### src/uart_pkg.sv
// shared constants and types of the serial port block
package uart_pkg;

  // register selects on the three address lines
  localparam logic [2:0] ADDR_BUFFER   = 3'h0; // rx/tx buffer, divisor low
  localparam logic [2:0] ADDR_IRQ_EN   = 3'h1; // irq enable, divisor high
  localparam logic [2:0] ADDR_IRQ_STAT = 3'h2;
  localparam logic [2:0] ADDR_LINE_CTL = 3'h3;
  localparam logic [2:0] ADDR_MODEM_CTL = 3'h4;
  localparam logic [2:0] ADDR_LINE_STAT = 3'h5;
  localparam logic [2:0] ADDR_MODEM_STAT = 3'h6;
  localparam logic [2:0] ADDR_SCRATCH  = 3'h7;

  // line control field positions
  localparam int LCR_STOP    = 2;
  localparam int LCR_PAR_EN  = 3;
  localparam int LCR_EVEN    = 4;
  localparam int LCR_STICK   = 5;
  localparam int LCR_BREAK   = 6;
  localparam int LCR_DIV_ACC = 7;

  // modem control field positions
  localparam int MCR_DTR     = 0;
  localparam int MCR_RTS     = 1;
  localparam int MCR_SOFT_RST = 2;
  localparam int MCR_IRQ_EN  = 3;
  localparam int MCR_LOOP    = 4;

  // interrupt status codes: none first, then sources highest priority first
  localparam logic [7:0] ISR_NONE  = 8'h01;
  localparam logic [7:0] ISR_LINE  = 8'h06;
  localparam logic [7:0] ISR_RX    = 8'h04;
  localparam logic [7:0] ISR_TX    = 8'h02;
  localparam logic [7:0] ISR_MODEM = 8'h00;

  // bit timing in 16x ticks (last index of each count)
  localparam int         OVERSAMPLE   = 16;
  localparam logic [4:0] BIT_LAST     = 5'h0F;
  localparam logic [4:0] START_SAMPLE = 5'h07; // 7.5 ticks after the edge
  localparam logic [4:0] STOP1_LAST   = 5'h0F;
  localparam logic [4:0] STOP15_LAST  = 5'h17;
  localparam logic [4:0] STOP2_LAST   = 5'h1F;
  localparam logic [2:0] WLEN_BASE    = 3'h4;  // five bits, last index

  // clock and baud range
  localparam int CLK_HZ      = 25000000;
  localparam int BAUD_MIN_HZ = 50;
  localparam int BAUD_MAX_HZ = 448000;
  localparam int DIV_AT_MAX  = CLK_HZ / (OVERSAMPLE * BAUD_MAX_HZ);

  typedef enum logic [2:0] {TX_IDLE, TX_START, TX_DATA, TX_PARITY, TX_STOP}
    tx_phase_type;
  typedef enum logic [2:0] {RX_IDLE, RX_START, RX_DATA, RX_PARITY, RX_STOP}
    rx_phase_type;

endpackage : uart_pkg
### src/uart_core.sv
// serial port with baud generator, modem control and host register port
//
// Overview of operation
// - baud generator sets both tx and rx rates
// - data bit zero goes first on wire
// - line high is one, low is zero
// - loop-back feeds transmitter into receiver internally
// - frame: start, data, optional parity, stop bits
// - serial out high in reset, loop, disabled
// - strobes ignored while chip select high
// - write strobe loads addressed register
// - read strobe drives data, else bus released
// - interrupt high on enabled pending source
// - address code picks register per direction
// - divisor bytes share codes zero and one
// - modem bit one drives rts low
// - modem bit zero drives dtr low
// - cts readable in modem status bit four
// - dsr, ring, carrier are status only
// - master reset clears host registers, line idle
// - reset output follows modem bit two, held high in master reset
// - character length five to eight bits
// - even, odd or no parity
// - fast clock reaches top baud rate
// - one clock runs logic and baud generator
// - divisor writable only with access bit, never readable
// - baud tick is sixteen times bit rate
// - start bit rechecked seven and half ticks
// - interrupt released unless modem bit three
`timescale 1ns/1ps
module uart_core
  import uart_pkg::*;
(
  input  wire logic       clk,
  input  wire logic       rst,
  input  wire logic       cs_n,
  input  wire logic       read_strobe_n,
  input  wire logic       write_strobe_n,
  input  wire logic [2:0] reg_addr,
  input  wire logic [7:0] host_data_in,
  output logic      [7:0] host_data_out,
  output logic            host_data_oe_n,
  input  wire logic       serial_in,
  output logic            serial_out,
  output logic            request_to_send_n,
  output logic            terminal_ready_n,
  input  wire logic       clear_to_send_n,
  input  wire logic       data_set_ready_n,
  input  wire logic       ring_indicator_n,
  input  wire logic       carrier_detect_n,
  output logic            irq_out,
  output logic            irq_oe_n,
  output logic            soft_reset_out
);

  // whole block state in one record
  typedef struct packed {
    logic [3:0]   interrupt_enable;        // irq enables
    logic [7:0]   line_control;        // line control
    logic [4:0]   modem_control;        // modem control
    logic [7:0]   scratch;    // scratch byte
    logic [15:0]  div;        // baud divisor
    logic [15:0]  baud_cnt;   // divisor down counter
    logic         tick;       // 16x tick
    logic [7:0]   transmit_buffer;        // transmit buffer
    logic         thr_empty;  // buffer free
    logic         thre_irq;   // tx empty event pending
    logic [7:0]   tsr;        // tx shifter
    logic         tx_par;     // parity bit for the frame
    tx_phase_type tx_phase;
    logic [4:0]   tx_cnt;     // ticks within a bit
    logic [2:0]   tx_bit;     // data bit index
    logic         tx_line;    // raw tx level
    logic         rx_prev;    // previous rx level
    rx_phase_type rx_phase;
    logic [4:0]   rx_cnt;
    logic [2:0]   rx_bit;
    logic [7:0]   rx_shift;   // rx shifter, fills from top
    logic         rx_acc;     // running xor of data
    logic         rx_zero;    // all bits low so far
    logic         rx_perr;    // parity mismatch in frame
    logic [7:0]   rbr;        // receive buffer
    logic         data_ready;
    logic         overrun;
    logic         par_err;
    logic         frm_err;
    logic         brk;
    logic [3:0]   modem_prev; // cd, ri, dsr, cts active high
    logic [3:0]   delta;      // modem change flags
    logic         wr_prev;    // write request seen last cycle (low)
    logic         rd_prev;
    logic         rd_active;  // read in progress, data valid
    logic [7:0]   data_out;
    logic         serial_out;
    logic         irq;
    logic         rst_out;
  } state_type;

  // reset image: line idle, tx buffer empty, strobes idle
  localparam state_type STATE_RESET = '{
    thr_empty: 1'b1, tx_line: 1'b1, rx_prev: 1'b1, wr_prev: 1'b1,
    rd_prev: 1'b1, serial_out: 1'b1, rst_out: 1'b1,
    tx_phase: TX_IDLE, rx_phase: RX_IDLE, default: '0};

  state_type  state_reg;   // registered state
  state_type  state_next;  // next state
  logic       wr_req_n;    // qualified write request
  logic       rd_req_n;    // qualified read request
  logic       wr_edge;     // first cycle of a write
  logic       rd_edge;     // first cycle of a read
  logic       rx_in;       // receiver input after loop mux
  logic       tx_wire;     // transmitter level incl. break
  logic [3:0] modem_now;   // modem inputs or loop image
  logic [2:0] wlen_last;   // last data bit index
  logic [4:0] stop_last;   // last tick index of stop bits
  logic [7:0] line_status;         // line status image
  logic [7:0] modem_status;         // modem status image
  logic [7:0] interrupt_status;         // interrupt status image
  logic       line_int;
  logic       rx_int;
  logic       tx_int;
  logic       ms_int;

  // strobes count only with chip select low
  assign wr_req_n = cs_n | write_strobe_n;
  assign rd_req_n = cs_n | read_strobe_n;
  assign wr_edge  = !wr_req_n && state_reg.wr_prev;
  assign rd_edge  = !rd_req_n && state_reg.rd_prev;

  // loop mux; break forces the transmitter low
  assign tx_wire = state_reg.line_control[LCR_BREAK] ? 1'b0 : state_reg.tx_line;
  assign rx_in   = state_reg.modem_control[MCR_LOOP] ? tx_wire : serial_in;

  // modem inputs only feed status, never the data paths
  assign modem_now = state_reg.modem_control[MCR_LOOP] ?
    {state_reg.modem_control[MCR_IRQ_EN], state_reg.modem_control[MCR_SOFT_RST],
     state_reg.modem_control[MCR_DTR], state_reg.modem_control[MCR_RTS]} :
    ~{carrier_detect_n, ring_indicator_n, data_set_ready_n,
      clear_to_send_n};

  // frame format from line control
  assign wlen_last = WLEN_BASE + 3'(state_reg.line_control[1:0]);
  always_comb
  begin
    if (!state_reg.line_control[LCR_STOP])
      stop_last = STOP1_LAST;
    else if (state_reg.line_control[1:0] == 2'h0)
      stop_last = STOP15_LAST;
    else
      stop_last = STOP2_LAST;
  end

  // status images
  assign line_status = {1'b0, state_reg.thr_empty && state_reg.tx_phase == TX_IDLE,
                state_reg.thr_empty, state_reg.brk, state_reg.frm_err,
                state_reg.par_err, state_reg.overrun, state_reg.data_ready};
  assign modem_status = {modem_now, state_reg.delta};

  // interrupt sources and priority
  assign line_int = state_reg.interrupt_enable[2] && (state_reg.overrun ||
    state_reg.par_err || state_reg.frm_err || state_reg.brk);
  assign rx_int = state_reg.interrupt_enable[0] && state_reg.data_ready;
  assign tx_int = state_reg.interrupt_enable[1] && state_reg.thre_irq;
  assign ms_int = state_reg.interrupt_enable[3] && (state_reg.delta != 4'h0);
  always_comb
  begin
    if (line_int)
      interrupt_status = ISR_LINE;
    else if (rx_int)
      interrupt_status = ISR_RX;
    else if (tx_int)
      interrupt_status = ISR_TX;
    else if (ms_int)
      interrupt_status = ISR_MODEM;
    else
      interrupt_status = ISR_NONE;
  end

  // next state: host side first so hardware sets override clears
  always_comb
  begin
    state_next = state_reg;
    state_next.wr_prev = wr_req_n;
    state_next.rd_prev = rd_req_n;
    state_next.rd_active = !rd_req_n;
    state_next.tick = 1'b0;

    // host writes, decoded per address and access bit
    if (wr_edge)
    begin
      unique case (reg_addr)
        ADDR_BUFFER:
        begin
          if (state_reg.line_control[LCR_DIV_ACC])
            state_next.div[7:0] = host_data_in;
          else
          begin
            state_next.transmit_buffer = host_data_in;
            state_next.thr_empty = 1'b0;
            state_next.thre_irq = 1'b0;
          end
        end
        ADDR_IRQ_EN:
        begin
          if (state_reg.line_control[LCR_DIV_ACC])
            state_next.div[15:8] = host_data_in;
          else
            state_next.interrupt_enable = host_data_in[3:0];
        end
        ADDR_LINE_CTL:  state_next.line_control = host_data_in;
        ADDR_MODEM_CTL: state_next.modem_control = host_data_in[4:0];
        ADDR_SCRATCH:   state_next.scratch = host_data_in;
        default:
        begin
          // read-only codes ignore writes
        end
      endcase
    end

    // host reads: capture data once, apply read side effects
    if (rd_edge)
    begin
      unique case (reg_addr)
        ADDR_BUFFER:
        begin
          if (state_reg.line_control[LCR_DIV_ACC])
            state_next.data_out = 8'h00;
          else
          begin
            state_next.data_out = state_reg.rbr;
            state_next.data_ready = 1'b0;
          end
        end
        ADDR_IRQ_STAT:
        begin
          state_next.data_out = interrupt_status;
          if (interrupt_status == ISR_TX)
            state_next.thre_irq = 1'b0;
        end
        ADDR_LINE_STAT:
        begin
          state_next.data_out = line_status;
          state_next.overrun = 1'b0;
          state_next.par_err = 1'b0;
          state_next.frm_err = 1'b0;
          state_next.brk = 1'b0;
        end
        ADDR_MODEM_STAT:
        begin
          state_next.data_out = modem_status;
          state_next.delta = 4'h0;
        end
        ADDR_SCRATCH: state_next.data_out = state_reg.scratch;
        default:      state_next.data_out = 8'h00;
      endcase
    end

    // baud generator on the core clock; zero divisor stops it
    if (state_reg.div == 16'h0000)
      state_next.baud_cnt = 16'h0000;
    else if (state_reg.baud_cnt == 16'h0000)
    begin
      state_next.baud_cnt = state_reg.div - 16'h0001;
      state_next.tick = 1'b1;
    end
    else
      state_next.baud_cnt = state_reg.baud_cnt - 16'h0001;

    // transmitter, advanced on 16x ticks
    if (state_reg.tick)
    begin
      state_next.tx_cnt = state_reg.tx_cnt + 5'h01;
      unique case (state_reg.tx_phase)
        TX_IDLE:
        begin
          state_next.tx_cnt = 5'h00;
          if (!state_reg.thr_empty)
          begin
            state_next.tsr = state_reg.transmit_buffer;
            state_next.tx_par = state_reg.line_control[LCR_STICK] ?
              !state_reg.line_control[LCR_EVEN] :
              ((^(state_reg.transmit_buffer & ~(8'hFF << (4'(wlen_last) + 4'h1)))) ^
               !state_reg.line_control[LCR_EVEN]);
            state_next.thr_empty = 1'b1;
            state_next.thre_irq = 1'b1;
            state_next.tx_phase = TX_START;
            state_next.tx_line = 1'b0;
          end
        end
        TX_START:
        begin
          if (state_reg.tx_cnt == BIT_LAST)
          begin
            state_next.tx_cnt = 5'h00;
            state_next.tx_bit = 3'h0;
            state_next.tx_line = state_reg.tsr[0];
            state_next.tx_phase = TX_DATA;
          end
        end
        TX_DATA:
        begin
          if (state_reg.tx_cnt == BIT_LAST)
          begin
            state_next.tx_cnt = 5'h00;
            if (state_reg.tx_bit == wlen_last)
            begin
              state_next.tx_phase = state_reg.line_control[LCR_PAR_EN] ?
                TX_PARITY : TX_STOP;
              state_next.tx_line = state_reg.line_control[LCR_PAR_EN] ?
                state_reg.tx_par : 1'b1;
            end
            else
            begin
              state_next.tx_bit = state_reg.tx_bit + 3'h1;
              state_next.tsr = state_reg.tsr >> 1;
              state_next.tx_line = state_reg.tsr[1];
            end
          end
        end
        TX_PARITY:
        begin
          if (state_reg.tx_cnt == BIT_LAST)
          begin
            state_next.tx_cnt = 5'h00;
            state_next.tx_line = 1'b1;
            state_next.tx_phase = TX_STOP;
          end
        end
        TX_STOP:
        begin
          if (state_reg.tx_cnt == stop_last)
          begin
            state_next.tx_cnt = 5'h00;
            state_next.tx_phase = TX_IDLE;
          end
        end
      endcase
    end

    // receiver: edge wakes it, ticks time the samples
    state_next.rx_prev = rx_in;
    unique case (state_reg.rx_phase)
      RX_IDLE:
      begin
        if (state_reg.rx_prev && !rx_in)
        begin
          state_next.rx_cnt = 5'h00;
          state_next.rx_phase = RX_START;
        end
      end
      RX_START:
      begin
        if (state_reg.tick)
        begin
          state_next.rx_cnt = state_reg.rx_cnt + 5'h01;
          if (state_reg.rx_cnt == START_SAMPLE)
          begin
            state_next.rx_cnt = 5'h00;
            state_next.rx_bit = 3'h0;
            state_next.rx_acc = 1'b0;
            state_next.rx_zero = 1'b1;
            state_next.rx_phase = rx_in ? RX_IDLE : RX_DATA;
          end
        end
      end
      RX_DATA:
      begin
        if (state_reg.tick)
        begin
          state_next.rx_cnt = state_reg.rx_cnt + 5'h01;
          if (state_reg.rx_cnt == BIT_LAST)
          begin
            state_next.rx_cnt = 5'h00;
            state_next.rx_shift = {rx_in, state_reg.rx_shift[7:1]};
            state_next.rx_acc = state_reg.rx_acc ^ rx_in;
            state_next.rx_zero = state_reg.rx_zero && !rx_in;
            state_next.rx_perr = 1'b0;
            state_next.rx_bit = state_reg.rx_bit + 3'h1;
            if (state_reg.rx_bit == wlen_last)
              state_next.rx_phase = state_reg.line_control[LCR_PAR_EN] ?
                RX_PARITY : RX_STOP;
          end
        end
      end
      RX_PARITY:
      begin
        if (state_reg.tick)
        begin
          state_next.rx_cnt = state_reg.rx_cnt + 5'h01;
          if (state_reg.rx_cnt == BIT_LAST)
          begin
            state_next.rx_cnt = 5'h00;
            state_next.rx_zero = state_reg.rx_zero && !rx_in;
            state_next.rx_perr = rx_in != (state_reg.line_control[LCR_STICK] ?
              !state_reg.line_control[LCR_EVEN] :
              (state_reg.rx_acc ^ !state_reg.line_control[LCR_EVEN]));
            state_next.rx_phase = RX_STOP;
          end
        end
      end
      RX_STOP:
      begin
        if (state_reg.tick)
        begin
          state_next.rx_cnt = state_reg.rx_cnt + 5'h01;
          if (state_reg.rx_cnt == BIT_LAST)
          begin
            state_next.rx_cnt = 5'h00;
            state_next.rbr = state_reg.rx_shift >> (3'h7 - wlen_last);
            state_next.overrun = state_reg.overrun ||
              state_reg.data_ready;
            state_next.data_ready = 1'b1;
            state_next.par_err = state_reg.par_err || state_reg.rx_perr;
            state_next.frm_err = state_reg.frm_err || !rx_in;
            state_next.brk = state_reg.brk ||
              (state_reg.rx_zero && !rx_in);
            state_next.rx_phase = RX_IDLE;
          end
        end
      end
    endcase

    // modem change flags: ring counts only its trailing edge
    state_next.modem_prev = modem_now;
    state_next.delta = state_next.delta |
      {state_reg.modem_prev[3] ^ modem_now[3],
       state_reg.modem_prev[2] && !modem_now[2],
       state_reg.modem_prev[1:0] ^ modem_now[1:0]};

    // registered pins
    state_next.irq = interrupt_status != ISR_NONE;
    state_next.rst_out = state_next.modem_control[MCR_SOFT_RST];
    state_next.serial_out = state_next.modem_control[MCR_LOOP] ||
      (!state_next.line_control[LCR_BREAK] && state_next.tx_line);
  end

  // single state register; modem history taken from live pins
  always_ff @(posedge clk)
  begin
    if (rst)
    begin
      state_reg <= STATE_RESET;
      state_reg.modem_prev <= ~{carrier_detect_n, ring_indicator_n,
                                data_set_ready_n, clear_to_send_n};
    end
    else
      state_reg <= state_next;
  end

  // pins
  assign host_data_out     = state_reg.data_out;
  assign host_data_oe_n    = !(state_reg.rd_active && !rd_req_n);
  assign serial_out        = state_reg.serial_out;
  assign request_to_send_n = !state_reg.modem_control[MCR_RTS];
  assign terminal_ready_n  = !state_reg.modem_control[MCR_DTR];
  assign irq_out           = state_reg.irq;
  assign irq_oe_n          = !state_reg.modem_control[MCR_IRQ_EN];
  assign soft_reset_out    = state_reg.rst_out;
endmodule : uart_core

### config.mk
export PLATFORM = sky130hd
export DESIGN_NAME = uart_core
export DESIGN_NICKNAME = d
export VERILOG_FILES = /design/src/uart_pkg.sv /design/src/uart_core.sv
export SDC_FILE = /design/constraint.sdc
export NUM_CORES = 1
export LEC_CHECK = 0
export ABC_AREA = 0
export BUFFER_PORTS_ARGS = -buffer_cell sky130_fd_sc_hd__buf_2
export CELL_PAD_IN_SITES_DETAIL_PLACEMENT = 2
export CELL_PAD_IN_SITES_GLOBAL_PLACEMENT = 2
export CORE_UTILIZATION = 40
export CTS_CLUSTER_SIZE = 24
export DETAILED_ROUTE_END_ITERATION = 10
export GPL_TIMING_DRIVEN = 0
export PLACE_DENSITY_LB_ADDON = 0.1
export SLEW_MARGIN = 25
export SYNTH_ARGS = -nofsm -noshare
export SYNTH_HDL_FRONTEND = slang
export SYNTH_SLANG_ARGS = --single-unit
export TNS_END_PERCENT = 10
### constraint.sdc
create_clock -name clk -period 8.1 [get_ports clk]
set_input_delay 0.405 -clock clk [delete_from_list [all_inputs] [get_ports clk]]
set_output_delay 0.405 -clock clk [all_outputs]
set_load 0.1 [all_outputs]
==> report_table.html <==
<table>
<tr><th>Metric</th><th>Value</th></tr>
<tr><th colspan="2">Final layout</th></tr>
<tr><td>Number of inserted diodes</td><td>0</td></tr>
<tr><td>Layout-stage area growth over the synthesis result</td><td>14.0%</td></tr>
<tr><td>Ratio of cells with drive above 1 in the final layout</td><td>between 10% and 20%</td></tr>
<tr><td>Fin nets</td><td>941</td></tr>
<tr><td>Number of inserted filler cells in the final layout</td><td>1965</td></tr>
<tr><td>Flip-flop count of the largest register after layout</td><td>between 100 and 150</td></tr>
<tr><th colspan="2">Routing</th></tr>
<tr><td>Routed vias</td><td>a little under 7000</td></tr>
<tr><td>DRC errors left</td><td>0</td></tr>
<tr><td>1st-pass router iterations</td><td>5</td></tr>
<tr><td>Detailed Route WL</td><td>~26000 um</td></tr>
<tr><td>Number of vias per cell</td><td>between 5 and 6</td></tr>
<tr><td>Detailed Route Iter0 Violations</td><td>a little under 300</td></tr>
<tr><td>Wire per inst</td><td>22.6 um</td></tr>
<tr><td>Antenna Nets Post-Route</td><td>0</td></tr>
<tr><th colspan="2">Run status</th></tr>
<tr><td>Outcome</td><td>finished, final reports clean</td></tr>
<tr><th colspan="2">Synth</th></tr>
<tr><td>Share of synthesized area occupied by flip-flops and latches</td><td>around 41%</td></tr>
<tr><td>Post-Synthesis Cells</td><td>860</td></tr>
<tr><td>Number of synthesized flops with an enable pin</td><td>0</td></tr>
<tr><td>Most common flop cell mapped by yosys</td><td>dfxtp_1</td></tr>
<tr><td>Synthesized net count</td><td>between 800 and 900</td></tr>
<tr><td>Flop and latch count out of synthesis</td><td>147</td></tr>
<tr><td>Number of warnings printed during yosys synthesis</td><td>0</td></tr>
<tr><td>Synthesized area per cell</td><td>8.35 um^2</td></tr>
<tr><td>Summed instance area of the synthesized netlist</td><td>7180 um^2</td></tr>
<tr><td>Fraction of registers with async set/reset</td><td>0%</td></tr>
<tr><td>Synth cell types</td><td>63</td></tr>
<tr><th colspan="2">Global route</th></tr>
<tr><td>Vias in the first global route</td><td>7296</td></tr>
<tr><td>Global router's overall resource usage</td><td>between 20% and 30%</td></tr>
<tr><td>Wire length of the first global-routing pass</td><td>around 40000 um</td></tr>
<tr><td>Initial antenna violation count</td><td>0</td></tr>
<tr><td>Residual overflow from global routing</td><td>0</td></tr>
<tr><td>Largest net degree at the start of global routing</td><td>17</td></tr>
<tr><th colspan="2">Place</th></tr>
<tr><td>Number of I/O port buffers</td><td>32</td></tr>
<tr><td>Placer's final routability congestion estimate</td><td>0.841</td></tr>
<tr><td>DP Worst Slack</td><td>between 4 and 5 ns</td></tr>
<tr><td>Detailed placer's ending HPWL</td><td>18400 um</td></tr>
<tr><th colspan="2">Clock network</th></tr>
<tr><td>H-tree levels</td><td>4</td></tr>
<tr><td>Clock-pin slew reported for the worst setup and hold paths after clock tree synthesis</td><td>roughly 0.070 ns</td></tr>
<tr><td>Post-CTS setup buffers</td><td>0</td></tr>
<tr><td>Maximum buffer depth of the clock tree</td><td>2</td></tr>
<tr><td>Clk sinks</td><td>147</td></tr>
<tr><td>Cts bufs inserted</td><td>17</td></tr>
<tr><td>Hold-fix buffers, CTS</td><td>0</td></tr>
<tr><td>Buffer cell driving the clock tree root</td><td>clkbuf_16</td></tr>
<tr><td>Clock latency on the worst-skew pair</td><td>0.43 ns</td></tr>
<tr><td>Post-CTS sizing</td><td>0</td></tr>
<tr><td>Clock tree from TritonCTS</td><td>built</td></tr>
<tr><th colspan="2">Floorplanning</th></tr>
<tr><td>Initial core utilization</td><td>between 40 and 50%</td></tr>
<tr><td>Core Footprint</td><td>17400 um^2</td></tr>
<tr><td>Die area</td><td>around 18000 um^2</td></tr>
<tr><td>Boundary pin count</td><td>36</td></tr>
<tr><td>Die W</td><td>between 100 and 150 um</td></tr>
<tr><td>Die Height</td><td>between 100 and 150 um</td></tr>
<tr><td>Std cell rows</td><td>48</td></tr>
<tr><th colspan="2">Timing</th></tr>
<tr><td>Final sum of negative setup slack</td><td>0 ns</td></tr>
<tr><td>Crit path time final</td><td>~3.5 ns</td></tr>
<tr><td>Final-report hold violation count</td><td>0</td></tr>
<tr><td>Min Hold Slack</td><td>about 0.18 ns</td></tr>
<tr><td>Fin crit share</td><td>a little over two fifths</td></tr>
<tr><td>Worst slew margin</td><td>about a third</td></tr>
<tr><td>Peak Freq</td><td>about 280 MHz</td></tr>
<tr><td>Max-slew violation count</td><td>0</td></tr>
<tr><td>Final WS setup</td><td>approximately 4.6 ns</td></tr>
<tr><td>RSZ-0062 raised after global routing</td><td>false</td></tr>
<tr><td>Setup skew after layout</td><td>approximately 0.011 ns</td></tr>
<tr><td>Least-Margin Pin Slew</td><td>0.958 ns</td></tr>
<tr><td>Setup violation total in the final timing report</td><td>0</td></tr>
<tr><th colspan="2">Worst setup path</th></tr>
<tr><td>Critical path type</td><td>reg -&gt; reg</td></tr>
<tr><td>R2r endpoint</td><td>state_reg[104]</td></tr>
<tr><td>Worst reg2reg startpoint</td><td>state_reg[94]</td></tr>
<tr><td>Crit path DAT</td><td>around 3.8 ns</td></tr>
<tr><td>Flop-to-flop setup slack</td><td>~4.6 ns</td></tr>
<tr><td>R2r worst-path depth</td><td>12</td></tr>
<tr><td>Endpoint required time on the critical path</td><td>about 8.4 ns</td></tr>
<tr><td>Critical path launch point type</td><td>flip-flop</td></tr>
<tr><td>Peak fanout along the critical path</td><td>10</td></tr>
<tr><td>Element type at the critical path end</td><td>flip-flop</td></tr>
<tr><th colspan="2">Power and ir drop</th></tr>
<tr><td>Worst ir drop on vdd</td><td>around 150 uV</td></tr>
<tr><td>Power per Cell Area</td><td>209 nW/um^2</td></tr>
<tr><td>LEAKAGE</td><td>about 3.3 nW</td></tr>
<tr><th colspan="2">Hold path</th></tr>
<tr><td>Hold WC Path Type</td><td>in -&gt; reg</td></tr>
<tr><td>Startpoint of the most critical hold path</td><td>data_set_ready_n</td></tr>
<tr><td>Hold EP</td><td>state_reg[19]</td></tr>
<tr><td>Number of cells on the worst hold path</td><td>2</td></tr>
<tr><th colspan="2">Flow run</th></tr>
<tr><td>Maximum Capacitance Violations</td><td>0</td></tr>
</table>
-- through the flow --
step	instances	cell area [um^2]	power [mW]	util (%)
finish	1149	8190	1.71	47.0
global route	1149	8190	1.77	47.0
CTS	1149	8190	1.72	47.0
detailed placement	1117	7620	0.956	43.8
global placement	1117	7620	0.944	43.8
floorplan	860	7180	0.888	-
-- routing by layer --
| metal | track usage [%] | wire [um] | vias up |
|---|---|---|---|
| met1 | 35.2 | 11600 | 3429 |
| met4 | 8.46 | 395 | 0 |
| met3 | 4.59 | 770 | 29 |
| met5 | 0 | 0 | - |
| met2 | 52.1 | 13200 | 125 |
| li1 | - | - | 3153 |
-- area by class of cell --
type | instances | area (um^2) | area share, %
Inverter | 17 | 63.8 | 0.779
Buffer | 62 | 269 | 3.29
Clock inverter | 12 | 108 | 1.31
Multi-Input combinational cell | 634 | 3910 | 47.7
Timing Repair Buffer | 32 | 160 | 1.96
Tap cell | 225 | 282 | 3.44
Sequential cell | 147 | 2940 | 35.9
Clock buffer | 20 | 457 | 5.58
-- logic make-up after synthesis --
| family | share of synthesized area (%) |
|---|---|
| compound gates | 17.1 |
| xor+xnor | 3.17 |
| fa+ha+maj | 1.57 |
| buf+inv | 4.63 |
| flops | 41.0 |
| mux | 10.1 |
| simple gates | 22.4 |
-- synth_stat cells (all sizes together), types with 4 or more instances --
master	instances	area share (%)
a211oi	16	1.7
a21oi	91	6.3
a22o	4	0.49
a22oi	7	0.73
a2bb2oi	4	0.49
a311oi	5	0.61
a31oi	9	0.78
and3	4	0.35
buf	15	1.3
clkbuf	47	2.5
dfxtp	147	41
ha	9	1.6
inv	16	0.84
mux2	12	1.9
mux2i	59	8.2
nand2	79	4.1
nand2b	10	0.87
nand3	22	1.5
nand3b	9	0.94
nand4	6	0.52
nor2	115	6.0
nor2b	9	0.78
nor3	17	1.2
nor3b	15	1.6
nor4	6	0.52
nor4b	5	0.61
o211ai	7	0.73
o21a	4	0.42
o21ai	24	1.7
o31ai	4	0.42
or2	6	0.52
or3	12	1.1
or4	4	0.42
xnor2	21	2.6
xor2	5	0.61
-- placed cells by master (no fill, tap or decap), types with 7 or more instances in the layout --
cell / instances
nand2_1: 79
clkbuf_16: 17
buf_4: 8
nor2_1: 115
ha_1: 9
a21oi_1: 91
nor3b_1: 15
buf_2: 37
mux2i_1: 59
inv_1: 16
nand3b_1: 9
or3_1: 11
xnor2_1: 21
a211oi_1: 16
nor2b_1: 9
o21ai_0: 22
o211ai_1: 7
clkbuf_1: 48
nand2b_1: 10
dfxtp_1: 147
mux2_2: 12
a22oi_1: 7
nand3_1: 22
a31oi_1: 9
nor3_1: 17
-- critical path: stages, from the launching register on --
cell and delay, ns:
dfxtp_1 0.44, nor4_1 0.12, and4b_1 0.22, and2_1 0.16, clkbuf_1 0.20, clkbuf_1 0.33, a21oi_1 0.24, ha_1 0.21
nand2_1 0.14, a311oi_1 0.77, o2111ai_1 0.28, xnor2_1 0.23, nor2_1 0.07
-- power by group --
| part | switching [mW] | internal, mW |
|---|---|---|
| Sequential | 0.0115 | 0.737 |
| Clock | 0.329 | 0.439 |
| Combinational | 0.136 | 0.0593 |
| Total | 0.477 | 1.24 |
-- how the worst max path moves through the flow --
| stage | startpoint | to | depth (start not counted) |
|---|---|---|---|
| final | state_reg[94] | state_reg[104] | 12 |
| after global routing | state_reg[94] | state_reg[104] | 12 |
| after CTS | state_reg[94] | state_reg[104] | 12 |
| after detailed placement | state_reg[94] | state_reg[104] | 12 |
| after global placement | state_reg[94] | state_reg[104] | 12 |
| after floorplan | state_reg[94] | state_reg[104] | 12 |
(Power assumes the default switching activity.)
